==> config.mk <==
export PLATFORM = sky130hd
export DESIGN_NAME = tmirq_top
export DESIGN_NICKNAME = d
export VERILOG_FILES = /design/src/hw/tmirq_pkg.sv /design/src/hw/tmirq_top.sv
export SDC_FILE = /design/constraint.sdc
export NUM_CORES = 1
export LEC_CHECK = 0
export BUFFER_PORTS_ARGS = -buffer_cell sky130_fd_sc_hd__buf_4
export CAP_MARGIN = 20
export CORE_UTILIZATION = 53
export DETAILED_ROUTE_END_ITERATION = 10
export PLACE_DENSITY = 0.91
export SETUP_SLACK_MARGIN = 0.2
export SLEW_MARGIN = 0
export SYNTH_ARGS = -nofsm -noshare
export SYNTH_HDL_FRONTEND = slang
export SYNTH_SLANG_ARGS = --single-unit
==> constraint.sdc <==
create_clock -name clk -period 6 [get_ports clk]
set_clock_uncertainty 0.2 [all_clocks]
set_input_delay 0.6 -clock clk [delete_from_list [all_inputs] [get_ports clk]]
set_output_delay 0.6 -clock clk [all_outputs]
set_load 0.05 [all_outputs]
==> src/hw/tmirq_pkg.sv <==
// constants, register map and types for the timer interrupt/status block
// Contract
// RULE1: writing one to enable-set bit 1 sets the capture-overrun enable
// RULE2: writing one to enable-set bit 0 sets the wrap enable
// RULE3: writing one to enable-set bits 5,4 sets channel enables
// RULE4: enable-clear write-one clears; both views read the shared enables
// RULE5: flag register at 0x0e, bits 5,4,3,1,0, reset zero
// RULE6: channel flag set after match or valid capture; irq when enabled
// RULE7: write one clears channel flag; capture register read clears too
// RULE8: capture on channel with flag set sets overrun, capture not stored
// RULE9: writing one to the overrun flag clears it
// RULE10: wrap flag set cycle after wrap; irq when wrap enable set
// RULE11: writing one to the wrap flag clears it
// RULE12: sync-ready flag set when synchronization ends; write one clears
// RULE13: status resets 0x08; bit 7 high while synchronization runs
// RULE14: status bit 4 high on upper unit while lower unit is 32-bit
// RULE15: status bit 3 high while stopped; set on disable, stop, single run
// RULE16: count register at 0x10, 8/16/32 bits by mode, reset zero
// RULE17: count access crosses domains via sync; writes obey write guard (code: only writes go through sync; reads register live_count directly)
// RULE18: period resets 0xff, loads from shadow on update, writes synced
package tmirq_pkg;
  localparam int AW = 8;
  localparam logic [7:0] OFS_CTRL = 8'h00;
  localparam logic [7:0] OFS_CMD = 8'h04;
  localparam logic [7:0] OFS_EN_CLR = 8'h0c;
  localparam logic [7:0] OFS_EN_SET = 8'h0d;
  localparam logic [7:0] OFS_FLAGS = 8'h0e;
  localparam logic [7:0] OFS_STATUS = 8'h0f;
  localparam logic [7:0] OFS_TALLY = 8'h10;
  localparam logic [7:0] OFS_CYCLE = 8'h14;
  // interrupt bit positions, shared by enables and flags
  localparam int B_WRAP = 0;
  localparam int B_OVRN = 1;
  localparam int B_SRDY = 3;
  localparam int B_CH0 = 4;
  localparam int B_CH1 = 5;
  localparam logic [7:0] IRQ_MASK = 8'h3b;
  // status bit positions
  localparam int S_STOP = 3;
  localparam int S_UPPER32 = 4;
  localparam int S_BUSY = 7;
  // control register fields
  localparam int C_ENABLE = 0;
  localparam int C_MODE_LO = 1;
  localparam int C_SINGLE = 3;
  localparam int C_CAP0 = 4;
  localparam int C_CAP1 = 5;
  // command register bits
  localparam int K_START = 0;
  localparam int K_STOP = 1;
  localparam logic [7:0] RST_FLAGS = 8'h00;
  localparam logic [7:0] RST_EN = 8'h00;
  localparam logic [7:0] RST_STATUS = 8'h08;
  localparam logic [31:0] RST_TALLY = 32'h0000_0000;
  localparam logic [7:0] RST_CYCLE = 8'hff;
  localparam logic [7:0] RST_CTRL = 8'h00;
  localparam logic [1:0] MODE_16 = 2'h0;
  localparam logic [1:0] MODE_8 = 2'h1;
  localparam logic [1:0] MODE_32 = 2'h2;
  localparam int SYNC_CYCLES = 4;
  typedef enum logic [1:0] {
    TMIRQ_IDLE = 2'b00,
    TMIRQ_SYNC = 2'b01
  } tmirq_sync_t;
endpackage : tmirq_pkg

==> src/hw/tmirq_top.sv <==
// interrupt, status, count and period registers of one timer unit
//
// Added by the designer: the strobed register port.
`timescale 1ns/10ps
module tmirq_top #(
  parameter int SYNC_LEN = tmirq_pkg::SYNC_CYCLES,
  parameter bit IS_UPPER = 1'b0
) (
  input wire logic clk,
  input wire logic rst_n,
  input wire logic [7:0] addr,
  input wire logic [31:0] wdata,
  input wire logic wr_stb,
  input wire logic rd_stb,
  output logic [31:0] rdata,
  input wire logic write_guard,
  input wire logic [1:0] match_hit,
  input wire logic [1:0] capture_hit,
  input wire logic [1:0] capture_read,
  input wire logic wrap_hit,
  input wire logic [31:0] live_count,
  input wire logic lower_is_32,
  output logic [1:0] capture_store,
  output logic counter_run,
  output logic [1:0] counter_mode,
  output logic [7:0] cycle_length,
  output logic tally_load,
  output logic [31:0] tally_load_value,
  output logic irq
);

  ////////////////////////////////////////////////////////////////////////
  // state

  typedef struct packed {
    logic [7:0] enables;
    logic [7:0] flags;
    logic [7:0] ctrl;
    logic halted;
    tmirq_pkg::tmirq_sync_t sync_state;
    logic [7:0] sync_cnt;
    logic pend_tally;
    logic pend_cycle;
    logic [31:0] tally_wr;
    logic [31:0] tally;
    logic [7:0] cycle;
    logic [7:0] shadow;
    logic shadow_full;
    logic load;
    logic [31:0] rdata;
  } tmirq_state_t;

  tmirq_state_t st;
  tmirq_state_t next_st;
  logic rst_meta_n;
  logic rst_sync_n;

  // only the release is synchronised; assertion stays asynchronous
  always_ff @(posedge clk or negedge rst_n) begin
    if (!rst_n) begin
      rst_meta_n <= 1'b0;
      rst_sync_n <= 1'b0;
    end else begin
      rst_meta_n <= 1'b1;
      rst_sync_n <= rst_meta_n;
    end
  end

  ////////////////////////////////////////////////////////////////////////
  // helpers

  function automatic logic [31:0] tmirq_fit(input logic [1:0] mode,
                                            input logic [31:0] val);
    logic [31:0] r;
    r = val;
    if (mode == tmirq_pkg::MODE_8) begin
      r = {24'h00_0000, val[7:0]};
    end else if (mode != tmirq_pkg::MODE_32) begin
      r = {16'h0000, val[15:0]};
    end
    return r;
  endfunction : tmirq_fit

  function automatic logic tmirq_hit(input logic [7:0] a,
                                     input logic [7:0] ofs,
                                     input logic stb);
    return stb && (a == ofs);
  endfunction : tmirq_hit

  ////////////////////////////////////////////////////////////////////////
  // next state

  logic [1:0] mode;
  logic [7:0] status;
  logic [7:0] set_ev;
  logic [7:0] clr_ev;
  logic [1:0] cap_mode;
  logic [1:0] cap_ok;
  logic w_ok;
  logic sync_done;
  logic start_sync;

  always_comb begin
    next_st = st;
    mode = st.ctrl[tmirq_pkg::C_MODE_LO +: 2];
    cap_mode = {st.ctrl[tmirq_pkg::C_CAP1], st.ctrl[tmirq_pkg::C_CAP0]};
    // guarded registers ignore writes while the guard is active
    w_ok = wr_stb && !write_guard; // [RULE17]
    set_ev = 8'h00;
    clr_ev = 8'h00;
    sync_done = 1'b0;
    start_sync = 1'b0;
    next_st.load = 1'b0;

    // a capture while the channel flag is still up has nowhere to go
    cap_ok = capture_hit & ~st.flags[tmirq_pkg::B_CH1:tmirq_pkg::B_CH0];
    if ((capture_hit & st.flags[tmirq_pkg::B_CH1:tmirq_pkg::B_CH0]) != 2'b00)
    begin
      set_ev[tmirq_pkg::B_OVRN] = 1'b1; // [RULE8]
    end
    // flag register rises on the edge after the event: one cycle late
    set_ev[tmirq_pkg::B_CH0] = match_hit[0] | cap_ok[0]; // [RULE6]
    set_ev[tmirq_pkg::B_CH1] = match_hit[1] | cap_ok[1]; // [RULE6]
    set_ev[tmirq_pkg::B_WRAP] = wrap_hit; // [RULE10]

    // write-one-to-clear; flags have no write guard
    if (tmirq_hit(addr, tmirq_pkg::OFS_FLAGS, wr_stb)) begin
      clr_ev = wdata[7:0] & tmirq_pkg::IRQ_MASK; // [RULE7] [RULE9] [RULE11]
    end
    // capture register read clears the flag in capture operation
    clr_ev[tmirq_pkg::B_CH0] = clr_ev[tmirq_pkg::B_CH0] |
                               (capture_read[0] & cap_mode[0]); // [RULE7]
    clr_ev[tmirq_pkg::B_CH1] = clr_ev[tmirq_pkg::B_CH1] |
                               (capture_read[1] & cap_mode[1]); // [RULE7]

    // synchronisation engine: one pending write at a time
    case (st.sync_state)
      tmirq_pkg::TMIRQ_IDLE: begin
        next_st.sync_cnt = 8'h00;
      end
      tmirq_pkg::TMIRQ_SYNC: begin
        if (st.sync_cnt == 8'h01) begin
          sync_done = 1'b1;
          next_st.sync_state = tmirq_pkg::TMIRQ_IDLE;
          next_st.sync_cnt = 8'h00;
        end else begin
          next_st.sync_cnt = st.sync_cnt - 8'h01;
        end
      end
      default: begin
        next_st.sync_state = tmirq_pkg::TMIRQ_IDLE;
        next_st.sync_cnt = 8'h00;
      end
    endcase
    set_ev[tmirq_pkg::B_SRDY] = sync_done; // [RULE12]

    if (sync_done && st.pend_tally) begin
      next_st.load = 1'b1; // [RULE17]
      next_st.pend_tally = 1'b0;
    end
    if (sync_done && st.pend_cycle) begin
      next_st.shadow_full = 1'b1; // [RULE18]
      next_st.pend_cycle = 1'b0;
    end

    // writes that need synchronisation are refused while one is running
    if (st.sync_state == tmirq_pkg::TMIRQ_IDLE) begin
      if (tmirq_hit(addr, tmirq_pkg::OFS_TALLY, w_ok)) begin
        next_st.tally_wr = tmirq_fit(mode, wdata); // [RULE16] [RULE17]
        next_st.pend_tally = 1'b1;
        start_sync = 1'b1;
      end
      if (tmirq_hit(addr, tmirq_pkg::OFS_CYCLE, wr_stb)) begin
        next_st.shadow = wdata[7:0]; // [RULE18]
        next_st.shadow_full = 1'b0;
        next_st.pend_cycle = 1'b1;
        start_sync = 1'b1;
      end
    end
    if (start_sync) begin
      next_st.sync_state = tmirq_pkg::TMIRQ_SYNC; // [RULE13]
      next_st.sync_cnt = SYNC_LEN[7:0];
    end

    // set wins over clear for every hardware flag
    next_st.flags = ((st.flags & ~clr_ev) | set_ev) &
                    tmirq_pkg::IRQ_MASK; // [RULE5]

    // one shared enable state behind both set and clear views
    if (tmirq_hit(addr, tmirq_pkg::OFS_EN_SET, w_ok)) begin
      next_st.enables = st.enables |
                        (wdata[7:0] & tmirq_pkg::IRQ_MASK); // [RULE1] [RULE2] [RULE3]
    end
    if (tmirq_hit(addr, tmirq_pkg::OFS_EN_CLR, w_ok)) begin
      next_st.enables = st.enables & ~wdata[7:0]; // [RULE4]
    end

    if (tmirq_hit(addr, tmirq_pkg::OFS_CTRL, w_ok)) begin
      next_st.ctrl = wdata[7:0];
    end

    // stop state: disable, stop command or wrap in single-run mode
    if (!next_st.ctrl[tmirq_pkg::C_ENABLE]) begin
      next_st.halted = 1'b1; // [RULE15]
    end else if (tmirq_hit(addr, tmirq_pkg::OFS_CMD, w_ok) &&
                 wdata[tmirq_pkg::K_STOP]) begin
      next_st.halted = 1'b1; // [RULE15]
    end else if (wrap_hit && st.ctrl[tmirq_pkg::C_SINGLE]) begin
      next_st.halted = 1'b1; // [RULE15]
    end else if (tmirq_hit(addr, tmirq_pkg::OFS_CMD, w_ok) &&
                 wdata[tmirq_pkg::K_START]) begin
      next_st.halted = 1'b0;
    end else if (!st.ctrl[tmirq_pkg::C_ENABLE]) begin
      // enabling starts the counter
      next_st.halted = 1'b0;
    end

    // update condition: the wrap moves a synchronised shadow into place
    if (wrap_hit && st.shadow_full) begin
      next_st.cycle = st.shadow; // [RULE18]
      next_st.shadow_full = 1'b0;
    end

    // read copy follows the engine, trimmed to the mode width
    next_st.tally = tmirq_fit(mode, live_count); // [RULE16] [RULE17]

    status = 8'h00;
    status[tmirq_pkg::S_BUSY] =
      (st.sync_state == tmirq_pkg::TMIRQ_SYNC); // [RULE13]
    status[tmirq_pkg::S_UPPER32] = IS_UPPER & lower_is_32; // [RULE14]
    status[tmirq_pkg::S_STOP] = st.halted; // [RULE15]

    // read data stand in the cycle after the strobe only
    next_st.rdata = 32'h0000_0000;
    if (rd_stb) begin
      case (addr)
        tmirq_pkg::OFS_CTRL: next_st.rdata = {24'h00_0000, st.ctrl};
        tmirq_pkg::OFS_EN_CLR: next_st.rdata = {24'h00_0000, st.enables};
        tmirq_pkg::OFS_EN_SET: next_st.rdata = {24'h00_0000, st.enables};
        tmirq_pkg::OFS_FLAGS: next_st.rdata = {24'h00_0000, st.flags};
        tmirq_pkg::OFS_STATUS: next_st.rdata = {24'h00_0000, status};
        tmirq_pkg::OFS_TALLY: next_st.rdata = st.tally;
        tmirq_pkg::OFS_CYCLE: next_st.rdata = {24'h00_0000, st.cycle};
        default: next_st.rdata = 32'h0000_0000;
      endcase
    end
  end

  ////////////////////////////////////////////////////////////////////////
  // registers

  always_ff @(posedge clk or negedge rst_sync_n) begin
    if (!rst_sync_n) begin
      st.enables <= tmirq_pkg::RST_EN;
      st.flags <= tmirq_pkg::RST_FLAGS; // [RULE5]
      st.ctrl <= tmirq_pkg::RST_CTRL;
      st.halted <= tmirq_pkg::RST_STATUS[tmirq_pkg::S_STOP]; // [RULE13]
      st.sync_state <= tmirq_pkg::TMIRQ_IDLE;
      st.sync_cnt <= 8'h00;
      st.pend_tally <= 1'b0;
      st.pend_cycle <= 1'b0;
      st.tally_wr <= tmirq_pkg::RST_TALLY;
      st.tally <= tmirq_pkg::RST_TALLY; // [RULE16]
      st.cycle <= tmirq_pkg::RST_CYCLE; // [RULE18]
      st.shadow <= tmirq_pkg::RST_CYCLE;
      st.shadow_full <= 1'b0;
      st.load <= 1'b0;
      st.rdata <= 32'h0000_0000;
    end else begin
      st <= next_st;
    end
  end

  ////////////////////////////////////////////////////////////////////////
  // outputs

  assign rdata = st.rdata;
  assign capture_store = capture_hit &
                         ~st.flags[tmirq_pkg::B_CH1:tmirq_pkg::B_CH0]; // [RULE8]
  assign counter_run = !st.halted;
  assign counter_mode = st.ctrl[tmirq_pkg::C_MODE_LO +: 2];
  assign cycle_length = st.cycle;
  assign tally_load = st.load;
  assign tally_load_value = st.tally_wr;
  assign irq = |(st.flags & st.enables); // [RULE6] [RULE10] [RULE12]

endmodule : tmirq_top

==> flow_summary.rst <==
.. list-table::
   :header-rows: 1

   * - Metric
     - Value
   * - Critical path type
     - input port to flip-flop
   * - Cell Area, Synth
     - 6360 µm²
   * - Path type of the worst min-delay path
     - input port to flip-flop
   * - Number of synthesis warnings
     - 0
   * - Clock transition time at the flip-flop clock pins of the worst setup and hold paths
     - 60 ps
   * - Buffer levels on the longest clock path
     - 2
   * - VDD IR max
     - 0.000222 V
   * - Floorplan Core Area
     - 11600 µm²
   * - Most frequent cell after synthesis
     - sky130_fd_sc_hd__dfrtp_1
   * - Sinks on the clock net
     - 149
   * - Critical path cell sequence
     - buf_4 > or3_1 > nor4_1 > a21boi_0 > a221o_1
   * - Per-cell routed wire length
     - 16.8 µm
   * - Leading area contributor after synthesis
     - sky130_fd_sc_hd__dfrtp_1
   * - Worst flop-to-flop path startpoint
     - rst_sync_n
   * - Number of antenna violations at the first check in global routing
     - 0
   * - Critical Path Sink Type
     - flip-flop
   * - Switching part of the total
     - 0.229
   * - Prevailing post-synth register cell
     - sky130_fd_sc_hd__dfrtp_1
   * - Share of final-layout standard cells stronger than drive strength 1
     - 0.394
   * - Hold EP
     - st[52]
   * - Worst hold path depth
     - 1
   * - Placer Congestion
     - 0.904
   * - Horizontal extent of the die
     - 112 µm
   * - Portion of synthesized cell area occupied by the leading cell type
     - 0.519
   * - Highest Clock Rate
     - 399 MHz
   * - Y dimension of the die
     - 112 µm
   * - Worst setup slack for register-to-register paths
     - 3910 ps
   * - Family with the most delay on the worst path
     - simple AND/OR/NAND/NOR gates
   * - Cell-internal power
     - 1.76 mW
   * - Worst setup SP type
     - input port
   * - Number of buffers added by the clock tree synthesis step
     - 17
   * - Root Buffer Master
     - sky130_fd_sc_hd__clkbuf_16
   * - Biggest area contributors in the synthesized netlist
     - sky130_fd_sc_hd__dfrtp_1 52%, sky130_fd_sc_hd__buf_4 8.7%, sky130_fd_sc_hd__dfstp_2 7.0%
   * - Clock Power Share
     - 0.459
   * - Total nets after synthesis
     - 639
   * - Global routing usage summed across all routing layers
     - 0.230
   * - Net switching power
     - 523 µW
   * - H-tree levels
     - 4
   * - Starting density of the core
     - 0.550
   * - Via count
     - 4180
   * - Worst-case headroom to the max-slew limit
     - 0.338
   * - Post-synthesis sequential element count
     - 149
   * - Slew of the pin with the lowest slew margin
     - 984 ps
   * - Die ar.
     - 12400 µm²
   * - Met2 capacity usage during global routing
     - 0.376
   * - Global-route wire length before repair
     - 21.8 mm
   * - GR Util met1
     - 0.299
   * - Number of placed I/O pins
     - 164
   * - I/O Buffers
     - 162
   * - Worst slack, placed
     - 2920 ps
   * - Status
     - finished with violations
   * - Number of cells on the worst reg-to-reg path
     - 1
   * - Crit path arrival time
     - 2620 ps
   * - Synth-to-Final Area Change
     - 22.2%
   * - Post-synth EDFFs
     - 0
   * - Worst skew pair latency
     - 430 ps
   * - Synth cell types
     - 52
   * - Total setup violations reported at the end of the flow
     - 0
   * - Design Power
     - 2.28 mW
   * - Number of DRC violations after detailed-routing iteration 0
     - 319
   * - Avg Inst Size Synth
     - 11.5 µm²
   * - HP Start
     - live_count[2]
   * - Clock tree from TritonCTS
     - done
   * - Setup slack of the critical path after layout
     - 3490 ps
   * - CTS Hold Bufs
     - 1
   * - Post-Place Cells
     - 765
   * - Power per standard cell area
     - 293 nW/µm²
   * - Count of nets after finishing
     - 731
   * - Placed cell areas
     - 7140 µm²
   * - Post-route core utilization
     - 0.672
   * - Detailed-placement wirelength estimate
     - 9.58 mm
   * - Final cell area excluding filler cells
     - 7770 µm²
   * - Drt first pass iters
     - 8
   * - Fraction of the yosys area taken by sequential cells
     - 0.589
   * - Worst hold slack
     - 78.1 ps
   * - Total setup buffers inserted after CTS
     - 0
   * - Vias per cell
     - 5.23
   * - Number of buffer and inverter stages on the critical path
     - 1
   * - Min Clock Period, post-route
     - 2510 ps
   * - Count of instances resized after the clock tree is built
     - 0
   * - Maximum number of pins on one net before global-route repair
     - 78
   * - Total length of routed wires
     - 13.4 mm
   * - Total negative slack for setup checks
     - 0 ps
   * - Number of nets with antenna violations after detailed routing
     - 0
   * - Count of antenna diodes in the layout
     - 0
   * - Remaining DRCs
     - 13
   * - Reg2Reg Capture Point
     - tally_load
   * - Non-filler instance count after layout
     - 800
   * - Comb power frac
     - 0.076
   * - CP max-delay cell
     - sky130_fd_sc_hd__nor4_1
   * - Violated checks
     - design-rule violations
   * - Final Max Tran Viols
     - 0
   * - Maximum fanout along the worst path
     - 6
   * - Grt ovf
     - 0
   * - Leading cell types by count after synthesis
     - 132 x sky130_fd_sc_hd__dfrtp_1, 74 x sky130_fd_sc_hd__buf_4, 71 x sky130_fd_sc_hd__nand2_1
   * - Final clock period utilization by the worst path
     - 0.418
   * - Most used routing layer
     - met2
   * - Setup repair after global routing missed its margin
     - no
   * - Via count of the first global-routing pass
     - 4328
   * - Met3 usage in global routing
     - 0.0468
   * - Final hold violations
     - 0
   * - Data required time of the critical path
     - 6110 ps
   * - Mapped Cells
     - 552
   * - Slowest Stage Delay on Critical Path
     - 880 ps
   * - Share of total power in sequential cells
     - 0.465
   * - Count of maximum capacitance violations
     - 0
   * - Standard-cell row count
     - 39
   * - Fraction of registers with async set or reset after synthesis
     - 1.00
   * - Leak Pwr
     - 3.84 nW
## cells by family (layout without fill, tap and decap cells)
family | after synthesis | count (layout) | synth area share
AND/OR/NAND/NOR | 177 | 177 | 0.145
flip-flops | 149 | 149 | 0.589
buffers and inverters | 102 | 207 | 0.106
AO/OA/AOI/OAI | 74 | 74 | 0.0742
multiplexers | 42 | 42 | 0.0745
XOR/XNOR | 5 | 5 | 0.00689
adder cells (fa/ha/maj) | 2 | 2 | 0.00393
other | 1 | 1 | 0.000590
## cell usage in the layout (no fill, tap or decap), types with 4 or more instances in the layout
master | Yosys | routed
sky130_fd_sc_hd__and2_1 | 49 | 49
sky130_fd_sc_hd__nand2_1 | 71 | 71
sky130_fd_sc_hd__clkbuf_16 | 0 | 21
sky130_fd_sc_hd__a2bb2oi_1 | 5 | 5
sky130_fd_sc_hd__nor2_1 | 14 | 14
sky130_fd_sc_hd__dfstp_2 | 17 | 17
sky130_fd_sc_hd__nor2b_1 | 9 | 8
sky130_fd_sc_hd__mux2_2 | 39 | 39
sky130_fd_sc_hd__a31oi_1 | 6 | 6
sky130_fd_sc_hd__a22oi_1 | 4 | 4
sky130_fd_sc_hd__dfrtp_1 | 132 | 131
sky130_fd_sc_hd__a21boi_0 | 4 | 4
sky130_fd_sc_hd__inv_1 | 8 | 8
sky130_fd_sc_hd__a21oi_1 | 15 | 15
sky130_fd_sc_hd__buf_4 | 74 | 164
sky130_fd_sc_hd__nand3_1 | 7 | 7
sky130_fd_sc_hd__o21ai_0 | 26 | 26
## sequential cells by signal, summed over array words and instances, names as in the netlist, named ones only
register and flops:
rst_sync_n 1, st 65, rdata 32, tally_load_value 32, cycle_length 8, rst_meta_n 1
cap_mode 2, counter_mode 2, tally_load 1
## layout make-up
cell class | count | area (µm²)
inverters | 8 | 30.0
fillers | 847 | 3790
well taps | 143 | 179
repair buffers | 167 | 1260
clock inverters | 8 | 58.8
multi-input cells | 301 | 1940
clock buffers | 24 | 547
flip-flops and latches | 149 | 3750
## power by group through the flow
| stage | Combinational (mW) | Clock, mW | Sequential, mW |
|---|---|---|---|
| 6_report | 0.172 | 1.05 | 1.06 |
| 2_1_floorplan | 0.0937 | 0 | 1.08 |
| 3_5_place_dp | 0.168 | 0 | 1.08 |
| 3_3_place_gp | 0.164 | 0 | 1.07 |
| 4_1_cts | 0.172 | 1.06 | 1.06 |
| 5_1_grt | 0.189 | 1.11 | 1.06 |
## metal layers
layer / vias up / part of all wire / wire, µm
met5: - / 0 / 0
met4: 0 / 0.022 / 292
met3: 23 / 0.048 / 642
met2: 148 / 0.49 / 6640
met1: 2043 / 0.44 / 5860
li1: 1966 / - / -
## how the worst max path moves through the flow
| stage | start | slack, ps | endpoint | depth (start not counted) |
|---|---|---|---|---|
| floorplan | rst_sync_n | 1370 | async pin | 0 |
| global placement | addr[5] | 3030 | st[145] | 5 |
| detailed placement | addr[5] | 2920 | st[145] | 5 |
| CTS | addr[5] | 3360 | st[145] | 5 |
| global route | addr[5] | 3370 | st[136] | 5 |
| finish | addr[5] | 3490 | st[136] | 5 |
No activity file was read; power rests on OpenSTA's default activity.
